## config.mk

```make
export PLATFORM = sky130hd
export DESIGN_NAME = ccs_top
export DESIGN_NICKNAME = d
export VERILOG_FILES = /design/src/common/ccs_pkg.sv /design/src/design/ccs_frac_commit.sv /design/src/design/ccs_mode_decode.sv /design/src/design/ccs_top.sv
export VERILOG_INCLUDE_DIRS = /design/src /design/src/common
export SDC_FILE = /design/constraint.sdc
export NUM_CORES = 1
export LEC_CHECK = 0
export ABC_AREA = 0
export ABC_CLOCK_PERIOD_IN_PS = 2800
export BUFFER_PORTS_ARGS = -buffer_cell sky130_fd_sc_hd__clkbuf_2
export CORE_ASPECT_RATIO = 0.9
export CORE_MARGIN = 2
export CORE_UTILIZATION = 45
export DETAILED_ROUTE_END_ITERATION = 12
export GPL_TIMING_DRIVEN = 0
export PLACE_DENSITY = 0.78
export SLEW_MARGIN = 20
export SYNTH_ARGS = -nofsm -noshare
export SYNTH_HDL_FRONTEND = slang
export SYNTH_SLANG_ARGS = --single-unit
```

## constraint.sdc

```tcl
create_clock -name CLK_I -period 2.8 [get_ports CLK_I]
set_input_delay 0.28 -clock CLK_I [delete_from_list [all_inputs] [get_ports CLK_I]]
set_output_delay 0.28 -clock CLK_I [all_outputs]
set_load 0.005 [all_outputs]
```

## src/common/ccs_params.svh

```systemverilog
// constants for the channel configuration and synthesizer register bank
`ifndef CCS_PARAMS_SVH
`define CCS_PARAMS_SVH
`define CCS_ADDR_W 12
`define CCS_IDX_CHCFG 10'h058
`define CCS_IDX_BAND_INT 10'h059
`define CCS_IDX_FRAC_LO 10'h05a
`define CCS_IDX_FRAC_MID 10'h05b
`define CCS_IDX_FRAC_HI 10'h05c
`define CCS_RST_CHCFG 7'h04
`define CCS_RST_BAND_INT 8'h93
`define CCS_RST_FRAC_LO 8'hf3
`define CCS_RST_FRAC_MID 8'h07
`define CCS_RST_FRAC_HI 5'h09
`define CCS_EXT_HI 6
`define CCS_EXT_LO 5
`define CCS_RET_BIT 4
`define CCS_NOC_HI 3
`define CCS_NOC_LO 2
`define CCS_MT_HI 1
`define CCS_MT_LO 0
`define CCS_BAND_HI 7
`define CCS_BAND_LO 6
`define CCS_INT_HI 5
`define CCS_SPUR_BIT 5
`define CCS_FHI_HI 4
`define CCS_EXT_RSVD 2'h3
`define CCS_BAND_UNUSED 2'h0
`endif

```

## src/common/ccs_pkg.sv

```systemverilog
// types for the channel configuration and synthesizer register bank
package ccs_pkg;
  typedef enum logic [2:0] {
    CCS_ST_IDLE = 3'h1,
    CCS_ST_POLL = 3'h2,
    CCS_ST_RUN = 3'h4
  } ccs_state_t;
  typedef struct packed {
    logic framing_en;
    logic frame_sync_event_irq_en;
    logic mid_irq_en;
    logic eom_irq_en;
    logic sync_to_en;
    logic other_to_en;
    logic wu_pattern_en;
    logic wu_level_only;
  } ccs_proc_ctl_t;
  typedef struct packed {
    logic [1:0] slave_ch;
    logic [2:0] poll_ch_mask;
    logic slave_fsk;
    logic poll_first_fsk;
    logic poll_second_fsk;
  } ccs_chan_ctl_t;
  typedef struct packed {
    logic [1:0] band;
    logic [5:0] div_int;
    logic [20:0] frac;
    logic spur_en;
  } ccs_synth_t;
endpackage

```

## src/design/ccs_frac_commit.sv

```systemverilog
// shadow bytes of the channel 1 fraction and their joint commit
`timescale 1ns/1ps
`include "ccs_params.svh"
module ccs_frac_commit import ccs_pkg::*; (
  input wire logic clk_i,
  input wire logic rstn_i,
  input wire logic [2:0] wr_i,
  input wire logic [7:0] data_i,
  output logic [20:0] shadow_o,
  output logic [20:0] frac_o
);
  logic [2:0] seen_reg;
  logic [2:0] seen_next;
  logic [20:0] shadow_next;

  always_comb begin
    shadow_next = shadow_o;
    if (wr_i[0]) shadow_next[7:0] = data_i;
    if (wr_i[1]) shadow_next[15:8] = data_i;
    if (wr_i[2]) shadow_next[20:16] = data_i[`CCS_FHI_HI:0];
    seen_next = seen_reg | wr_i;
  end

  always_ff @(posedge clk_i or negedge rstn_i) begin
    if (!rstn_i) begin
      shadow_o <= {`CCS_RST_FRAC_HI, `CCS_RST_FRAC_MID, `CCS_RST_FRAC_LO};
      frac_o <= {`CCS_RST_FRAC_HI, `CCS_RST_FRAC_MID, `CCS_RST_FRAC_LO};
      seen_reg <= 3'h0;
    end else begin
      shadow_o <= shadow_next;
      if (&seen_next) begin
        frac_o <= shadow_next;
        seen_reg <= 3'h0;
      end else begin
        seen_reg <= seen_next;
      end
    end
  end
endmodule // ccs_frac_commit

```

## src/design/ccs_mode_decode.sv

```systemverilog
// decoder from the channel configuration field to block controls
`timescale 1ns/1ps
`include "ccs_params.svh"
module ccs_mode_decode import ccs_pkg::*; (
  input wire logic [6:0] cfg_i,
  output ccs_proc_ctl_t proc_o,
  output ccs_chan_ctl_t chan_o
);
  logic [1:0] ext;
  logic [1:0] channel_count_select;
  logic [1:0] mt;
  assign ext = cfg_i[`CCS_EXT_HI:`CCS_EXT_LO];
  assign channel_count_select = cfg_i[`CCS_NOC_HI:`CCS_NOC_LO];
  assign mt = cfg_i[`CCS_MT_HI:`CCS_MT_LO];

  always_comb begin
    proc_o = '1;
    proc_o.wu_level_only = 1'b0;
    if (ext[0]) begin
      proc_o.framing_en = 1'b0;
      proc_o.frame_sync_event_irq_en = 1'b0;
      proc_o.mid_irq_en = 1'b0;
      proc_o.eom_irq_en = 1'b0;
      proc_o.other_to_en = 1'b0;
      proc_o.wu_pattern_en = 1'b0;
    end else if (ext[1]) begin
      proc_o = '0;
      proc_o.wu_level_only = 1'b1;
    end
  end

  always_comb begin
    chan_o.slave_ch = (channel_count_select[1]) ? channel_count_select : 2'h1;
    chan_o.poll_ch_mask = {channel_count_select == 2'h3, channel_count_select[1], 1'b1};
    chan_o.slave_fsk = mt[0];
    chan_o.poll_first_fsk = mt[1] ^ mt[0];
    chan_o.poll_second_fsk = mt[0];
  end
endmodule // ccs_mode_decode

```

## src/design/ccs_top.sv

```systemverilog
// channel configuration and channel 1 synthesizer registers on apb
`timescale 1ns/1ps
`include "ccs_params.svh"
module ccs_top import ccs_pkg::*; (
  input wire logic CLK_I,
  input wire logic RSTN_I,
  input wire logic PSEL_I,
  input wire logic PENABLE_I,
  input wire logic PWRITE_I,
  input wire logic [`CCS_ADDR_W-1:0] PADDR_I,
  input wire logic [31:0] PWDATA_I,
  output logic [31:0] PRDATA_O,
  output logic PREADY_O,
  output logic PSLVERR_O,
  input wire logic POLL_START_I,
  input wire logic POLL_STOP_I,
  input wire logic PAYLOAD_FOUND_I,
  input wire logic END_OF_MESSAGE_EVENT_I,
  output ccs_proc_ctl_t PROC_CTL_O,
  output ccs_chan_ctl_t CHAN_CTL_O,
  output ccs_synth_t SYNTH_O,
  output logic RUN_SELF_POLL_O,
  output logic SELF_POLL_O
);
  logic [6:0] chcfg_reg;
  logic [7:0] band_int_reg;
  logic spur_reg;
  logic [20:0] frac_shadow;
  logic [20:0] frac_active;
  ccs_proc_ctl_t proc_dec;
  ccs_chan_ctl_t chan_dec;
  ccs_state_t state_reg;
  ccs_state_t state_next;
  logic setup;
  logic access_done;
  logic wr_ok;
  logic [4:0] hit;
  logic mapped;
  logic bad_data;
  logic [7:0] rd_byte;
  logic [2:0] frac_wr;
  logic eom_ok;

  // register index to byte address
  function automatic logic [`CCS_ADDR_W-1:0] byte_addr(
    input logic [9:0] idx
  );
    byte_addr = {idx, 2'h0};
  endfunction

  // apb handshake: one setup cycle, one access cycle, no wait states
  assign setup = PSEL_I && !PENABLE_I;
  assign access_done = PSEL_I && PENABLE_I && PREADY_O;
  assign wr_ok = access_done && PWRITE_I && !PSLVERR_O;

  always_comb begin
    hit[0] = PADDR_I == byte_addr(`CCS_IDX_CHCFG);
    hit[1] = PADDR_I == byte_addr(`CCS_IDX_BAND_INT);
    hit[2] = PADDR_I == byte_addr(`CCS_IDX_FRAC_LO);
    hit[3] = PADDR_I == byte_addr(`CCS_IDX_FRAC_MID);
    hit[4] = PADDR_I == byte_addr(`CCS_IDX_FRAC_HI);
    mapped = |hit;
  end

  // reserved field codes are refused with an error, nothing is stored
  always_comb begin
    bad_data = 1'b0;
    if (PWRITE_I && hit[0] &&
        PWDATA_I[`CCS_EXT_HI:`CCS_EXT_LO] == `CCS_EXT_RSVD) begin
      bad_data = 1'b1;
    end
    if (PWRITE_I && hit[1] &&
        PWDATA_I[`CCS_BAND_HI:`CCS_BAND_LO] == `CCS_BAND_UNUSED) begin
      bad_data = 1'b1;
    end
  end

  // readback; unused bits are zero
  always_comb begin
    rd_byte = 8'h00;
    case (1'b1)
      hit[0]: rd_byte = {1'b0, chcfg_reg};
      hit[1]: rd_byte = band_int_reg;
      hit[2]: rd_byte = frac_shadow[7:0];
      hit[3]: rd_byte = frac_shadow[15:8];
      hit[4]: rd_byte = {2'h0, spur_reg, frac_shadow[20:16]};
      default: rd_byte = 8'h00;
    endcase
  end

  always_ff @(posedge CLK_I or negedge RSTN_I) begin
    if (!RSTN_I) begin
      PREADY_O <= 1'b0;
      PSLVERR_O <= 1'b0;
      PRDATA_O <= 32'h0000_0000;
    end else if (setup) begin
      PREADY_O <= 1'b1;
      PSLVERR_O <= !mapped || bad_data;
      PRDATA_O <= {24'h00_0000, rd_byte};
    end else if (access_done) begin
      PREADY_O <= 1'b0;
      PSLVERR_O <= 1'b0;
      PRDATA_O <= 32'h0000_0000;
    end
  end

  // channel configuration register
  always_ff @(posedge CLK_I or negedge RSTN_I) begin
    if (!RSTN_I) begin
      chcfg_reg <= `CCS_RST_CHCFG;
    end else if (wr_ok && hit[0]) begin
      chcfg_reg <= PWDATA_I[6:0];
    end
  end

  // band select and integer divider
  always_ff @(posedge CLK_I or negedge RSTN_I) begin
    if (!RSTN_I) begin
      band_int_reg <= `CCS_RST_BAND_INT;
    end else if (wr_ok && hit[1]) begin
      band_int_reg <= PWDATA_I[7:0];
    end
  end

  // spur compensation takes effect at once
  always_ff @(posedge CLK_I or negedge RSTN_I) begin
    if (!RSTN_I) begin
      spur_reg <= 1'b0;
    end else if (wr_ok && hit[4]) begin
      spur_reg <= PWDATA_I[`CCS_SPUR_BIT];
    end
  end

  assign frac_wr = {wr_ok && hit[4], wr_ok && hit[3], wr_ok && hit[2]};

  ccs_frac_commit u_frac (
    .clk_i(CLK_I),
    .rstn_i(RSTN_I),
    .wr_i(frac_wr),
    .data_i(PWDATA_I[7:0]),
    .shadow_o(frac_shadow),
    .frac_o(frac_active)
  );

  ccs_mode_decode u_dec (
    .cfg_i(chcfg_reg),
    .proc_o(proc_dec),
    .chan_o(chan_dec)
  );

  // registered controls toward the receiver and synthesizer
  always_ff @(posedge CLK_I or negedge RSTN_I) begin
    if (!RSTN_I) begin
      PROC_CTL_O <= '0;
      CHAN_CTL_O <= '0;
    end else begin
      PROC_CTL_O <= proc_dec;
      CHAN_CTL_O <= chan_dec;
    end
  end

  always_ff @(posedge CLK_I or negedge RSTN_I) begin
    if (!RSTN_I) begin
      SYNTH_O <= '0;
    end else begin
      SYNTH_O.band <= band_int_reg[`CCS_BAND_HI:`CCS_BAND_LO];
      SYNTH_O.div_int <= band_int_reg[`CCS_INT_HI:0];
      SYNTH_O.frac <= frac_active;
      SYNTH_O.spur_en <= spur_reg;
    end
  end

  // end of message counts only while framing is running
  assign eom_ok = END_OF_MESSAGE_EVENT_I && proc_dec.eom_irq_en;

  always_comb begin
    state_next = state_reg;
    case (state_reg)
      CCS_ST_IDLE: begin
        if (POLL_START_I) state_next = CCS_ST_POLL;
      end
      CCS_ST_POLL: begin
        if (POLL_STOP_I) state_next = CCS_ST_IDLE;
        else if (PAYLOAD_FOUND_I) state_next = CCS_ST_RUN;
      end
      CCS_ST_RUN: begin
        if (POLL_STOP_I) begin
          state_next = CCS_ST_IDLE;
        end else if (eom_ok && chcfg_reg[`CCS_RET_BIT]) begin
          state_next = CCS_ST_POLL;
        end else begin
          state_next = CCS_ST_RUN;
        end
      end
      default: state_next = CCS_ST_IDLE;
    endcase
  end

  always_ff @(posedge CLK_I or negedge RSTN_I) begin
    if (!RSTN_I) begin
      state_reg <= CCS_ST_IDLE;
    end else begin
      state_reg <= state_next;
    end
  end

  always_ff @(posedge CLK_I or negedge RSTN_I) begin
    if (!RSTN_I) begin
      RUN_SELF_POLL_O <= 1'b0;
      SELF_POLL_O <= 1'b0;
    end else begin
      RUN_SELF_POLL_O <= state_next == CCS_ST_RUN;
      SELF_POLL_O <= state_next == CCS_ST_POLL;
    end
  end
endmodule // ccs_top

```

; Yosys cells after proc, flatten, opt, wreduce, memory -nomap -nowiden
; Index checks and enable logic that the tools add are counted.
[word_totals]
regBits = 145
word_cells = 94
[classes]
n_eq_ne = 12
muxes = 28
bitwise = 2
n_reduce_logical = 24
[op_table]
columns = cell, count
row1 = two-way mux 32 bit, 2
row2 = "== test 12 x 9 -> 1 bit, second input constant", 5
row3 = two-way mux 8 bit, 7
row4 = two-way mux 3 bit, 6
row5 = logical AND 1 bit, 16
row6 = case mux 3 bit (3 select lines), 1
row7 = two-way mux 1 bit, 7
row8 = "== test 3 x 2 -> 1 bit, second input constant", 2
row9 = "== test 3 bit, second input constant", 2
row10 = two-way mux 6 bit, 1
row11 = two-way mux 5 bit, 1
row12 = OR reduction 5 bit, 1
row13 = "== test 2 bit, second input constant", 2
row14 = two-way mux 2 bit, 2
row15 = two-way mux 4 bit, 1
row16 = "== test 3 x 1 -> 1 bit, second input constant", 1
row17 = logical NOT 1 bit, 3
row18 = bitwise OR 3 bit, 1
row19 = AND reduction 3 bit, 1
row20 = logical NOT 2 bit, 1
row21 = nonzero test 2 bit, 1
row22 = logical OR 1 bit, 1
row23 = XOR 1 bit, 1

; Longest topological paths before layout
[depth]
ltp_word = 8
depth_mapped = 7
depth_no_buf = 5

; Cells and area by module
; A second synthesis with hierarchy kept.
[unflattened]
cells_unflattened = 348
area_unflattened_um2 = 4911.0
[by_module_without_submodules]
columns = mod, n_inst, cells_each, area_each_um2, seq_area_each_um2
row1 = ccs_top, 1, 231, 2999.1, 1934.4
row2 = ccs_frac_commit, 1, 100, 1795.5, 1153.6
row3 = ccs_mode_decode, 1, 17, 116.4, 0.0

; Worst setup path after synthesis
; Ideal clock, no wire load.
[synth_timing]
kind = input to register
startpoint = input port PADDR_I[7]
endpoint = register u_frac.frac_o[11]
setup_ns = 0.125
arrival_ns = 2.082
setup_slack_ns = 0.593
stages = 6
n_path_buf = 1
path_cell_list = nor4b_4 nand3_4 nor4_4 o221a_4 buf_12 mux2_4
[synth_between]
elab_chain_cells = 4
[synth_rtl]
columns = item, line
row1 = from (decl), ccs_top.sv:10  ; input wire logic [`CCS_ADDR_W-1:0] PADDR_I,
row2 = == test 12 x 9 -> 1 bit (on tied branches), "ccs_top.sv:59, ccs_top.sv:60, ccs_top.sv:61"
row3 = logical AND 1 bit, ccs_top.sv:134  ; assign frac_wr = {wr_ok && hit[4], wr_ok && hit[3], wr_ok && hit[2]};
row4 = bitwise OR 3 bit, ccs_frac_commit.sv:21  ; seen_next = seen_reg | wr_i;
row5 = AND reduction 3 bit, ccs_frac_commit.sv:31  ; if (&seen_next) begin
row6 = to (signal assigned), ccs_frac_commit.sv:27  ; frac_o <= {`CCS_RST_FRAC_HI, `CCS_RST_FRAC_MID, `CCS_RST_FRAC_LO};
row7 = to (signal assigned), ccs_frac_commit.sv:32  ; frac_o <= shadow_next;
row8 = to (decl), ccs_frac_commit.sv:10  ; output logic [20:0] frac_o
; Parallel ways exist; a longest one is shown, timed or not.
; A chain may end at the register's enable or synchronous reset.

; Worst setup path after layout
[layout_timing]
startpoint = register PSLVERR_O
endpoint = register u_frac.frac_o[3]
[layout_between]
elab_chain_cells = 5
[layout_rtl]
columns = item, line
row1 = from (decl), ccs_top.sv:14  ; output logic PSLVERR_O,
row2 = from (signal assigned), ccs_top.sv:98  ; PSLVERR_O <= !mapped || bad_data;
row3 = logical NOT 1 bit *, ccs_top.sv:54  ; assign wr_ok = access_done && PWRITE_I && !PSLVERR_O;
row4 = logical AND 1 bit *, ccs_top.sv:54
row5 = logical AND 1 bit, ccs_top.sv:134
row6 = bitwise OR 3 bit, ccs_frac_commit.sv:21
row7 = AND reduction 3 bit, ccs_frac_commit.sv:31
; Every way passes the cells marked *; elsewhere a longest branch is shown, timed or not.

==> impl_results.md <==
* Largest net degree at the start of global routing at 62
* XOR/XNOR Fraction of Synth Area at 0.184%
* CTS tree: done
* Synth Area in Compound Gates at 7.13%
* Pwr/cell area at 686 mW/mm2
* VDD IR max at 0.000456 V
* Most frequent cells in the layout: dfrtp_1 (87), clkbuf_2 (85), mux2_2 (41)
* # rows at 35
* DIE WIDTH at 112 um
* Setup TNS at 0 ns
* Worst-Margin Slew at 0.870 ns
* GRT Total Usage at 18.8%
* Worst EP arrival at 2.83 ns
* DR vias/cell at 5.02
* Yosys cell types at 42
* Proportion of synthesized area in mux cells at 16.5%
* Num ports at 135
* CP endpoint kind: flip-flop
* Max-cap violations at 0
* Vias in the first global route at 3189
* Worst-Skew Late Latency at 0.41 ns
* Max Clk Rate at 0.394 GHz
* Worst Path Required at 3.09 ns
* Setup Crit Path Kind: reg2reg
* Async SR Flop Fraction at 100%
* TritonRoute pass-1 iters at 4
* Overflow after GRT at 0
* Fin crit share at 90.7%
* Adder-cell share of the synthesized area at 0%
* Final hold violations at 0
* Status: finished, final reports clean
* Drt total wl at 10.1 mm
* # clock sinks at 115
* Avg Inst Size Synth at 14.1 um2
* Number of flops mapped to enable cells by yosys at 0
* Reg clk slew, reported paths at 0.05 ns
* Worst r2r path cells at 6
* CP max FO at 10
* Hold Path Class: in2reg
* Synth Instances at 338
* Initial drt markers at 183
* Post-Synth Simple-Gate Area at 8.15%
* Routability cong. at 0.874
* Post-CTS sizing at 0
* Sequential share of the synthesized area at 61.2%
* Final Skew at 0.0108 ns
* CTS H-tree lvls at 4
* HPWL Detailed at 6.93 mm
* WL per Instance at 16.5 um
* Top reg by flops: SYNTH_O
* WHS Path Cells at 2
* Share of cells above drive strength 1 at 51.4%
* Clock Tree Buf Depth at 2
* Commonest non-fill, non-tap cell in the layout: dfrtp_1
* Postcts setup bufs at 0
* Routed vias at 3062
* Initial antenna violation count at 0
* Total chip power at 4.20 mW
* Root Driver: clkbuf_16
* Chip height at 102 um
* Slew margin rel. at 41.7%
* Final ANT Viol Nets at 0
* Final nets at 521
* Largest family of logic cells by synthesized area: multiplexers
* Final Cell Area at 0.00612 mm2
* Layout Area Growth over Synthesis at 28.7%
* Number of flip-flops in the largest register at 30
* Area of the die at 0.0114 mm2
* Register bit total from synthesis at 115
* Placed instance area at 0.00547 mm2
* CTS Hold Bufs at 1
* ANT cells at 0
* Largest regs: SYNTH_O: 30 flops, u_frac.frac_o: 21 flops, u_frac.shadow_o: 21 flops
* Main synth FF type: dfrtp_1
* Setup crit start kind: flip-flop
* DRC viols at 0
* RSZ-0062 raised after global routing: no
* CTS Buf Count at 17
* Final setup fails at 0
* Syn. warnings at 0
* LEAKAGE at 3.08 nW
* Number of port buffers at 86
* First-pass GRT wire length at 16.3 mm
* Tmin final at 2.54 ns
* Mapped Area at 0.00476 mm2
* Initial Util at 46.4%
* Placeable Area at 0.0102 mm2
* Final Max Slew Viols at 0
-- through the flow --
| stage | utilization (%) | hold slack (ns) | cells | setup slack [ns] |
|---|---|---|---|---|
| CTS | 59.7 | 0.0966 | 610 | 0.238 |
| finish | 59.7 | 0.115 | 610 | 0.260 |
| detailed placement | 53.4 | 0.272 | 577 | 0.111 |
| global placement | 53.1 | 0.364 | 576 | 0.00119 |
| global route | 59.7 | 0.115 | 610 | 0.116 |
| floorplan | - | -0.0156 | 361 | 0.593 |
-- worst paths after layout --
| path | start | to | slack, ns |
|---|---|---|---|
| setup / recovery | PSLVERR_O$_DFFE_PN0P_ | u_frac.frac_o[3]$_DFFE_PN0P_ | 0.26 |
| hold / removal | POLL_STOP_I | RUN_SELF_POLL_O$_DFF_PN0_ | 0.11 |
| setup reg to reg | PSLVERR_O$_DFFE_PN0P_ | u_frac.frac_o[3]$_DFFE_PN0P_ | 0.26 |
| hold reg to reg | u_frac.frac_o[12]$_DFFE_PN0P_ | SYNTH_O[13]$_DFF_PN0_ | 0.38 |
| max in group asynchronous | RSTN_I | state_reg[0]$_DFF_PN1_ | 1.74 |
| min in group asynchronous | RSTN_I | SYNTH_O[10]$_DFF_PN0_ | 0.39 |
-- cell families (layout without fill, tap and decap cells) --
group           Yosys count  count (layout)
flops                   115             115
simple gates             65              65
mux                      63              63
compound gates           47              47
buf+inv                  45             165
other cells               2              25
xor+xnor                  1               1
-- metal layers --
metal,part of all wire [%],track usage (%),wire length (um)
met5,0,0,0
met4,1.2,7.22,122
met3,7.2,7.36,723
met2,49,30.2,4900
met1,43,23.4,4330
-- critical path, cell delays in order, from the launching register on --
cell and delay (ns):
dfrtp_1 0.39, and4b_1 0.31, nand2_1 0.16, nor3_2 0.69, o221a_4 0.38, buf_12 0.17
mux2_4 0.30
-- cell usage after synthesis (2+ instances only) --
| library cell | n | area share, % |
|---|---|---|
| o31ai_1 | 5 | 0.79 |
| o32a_1 | 4 | 0.84 |
| o211a_1 | 2 | 0.42 |
| clkbuf_1 | 7 | 0.55 |
| buf_4 | 31 | 4.9 |
| mux2_4 | 18 | 5.7 |
| a22oi_1 | 4 | 0.63 |
| mux2_2 | 41 | 9.7 |
| buf_12 | 2 | 0.84 |
| and3_1 | 2 | 0.26 |
| nand4_1 | 2 | 0.26 |
| a31oi_1 | 3 | 0.39 |
| nor2_1 | 18 | 1.4 |
| dfstp_2 | 28 | 15 |
| o21ai_0 | 13 | 1.4 |
| and2_1 | 2 | 0.26 |
| nand2b_1 | 3 | 0.39 |
| nand2_1 | 14 | 1.1 |
| nand3_1 | 3 | 0.32 |
| dfrtp_1 | 87 | 46 |
| mux2i_1 | 3 | 0.63 |
| a21oi_1 | 6 | 0.63 |
| a22o_1 | 3 | 0.55 |
| inv_1 | 5 | 0.39 |
| conb_1 | 2 | 0.16 |
| nor2b_1 | 7 | 0.92 |
| nor3_2 | 2 | 0.42 |
| nor3_1 | 4 | 0.42 |
| o2bb2ai_1 | 4 | 0.74 |
-- power breakdown --
part / leakage (nW) / internal (mW) / switching (mW) / total, mW
sequential: 1.48 / 1.69 / 0.0170 / 1.70
clock: 0.313 / 1.58 / 0.724 / 2.30
combinational: 1.29 / 0.0778 / 0.119 / 0.197
total: 3.08 / 3.34 / 0.860 / 4.20
-- area by class of cell --
class	instances	area, um2
clock buffers	23	488
well taps	129	161
fillers	771	4130
multi-input cells	201	1610
repair buffers	88	477
flip-flops and latches	115	2910
inverters	5	18.8
plain buffers	40	299
clock inverters	9	151
(Power assumes the default switching activity.)
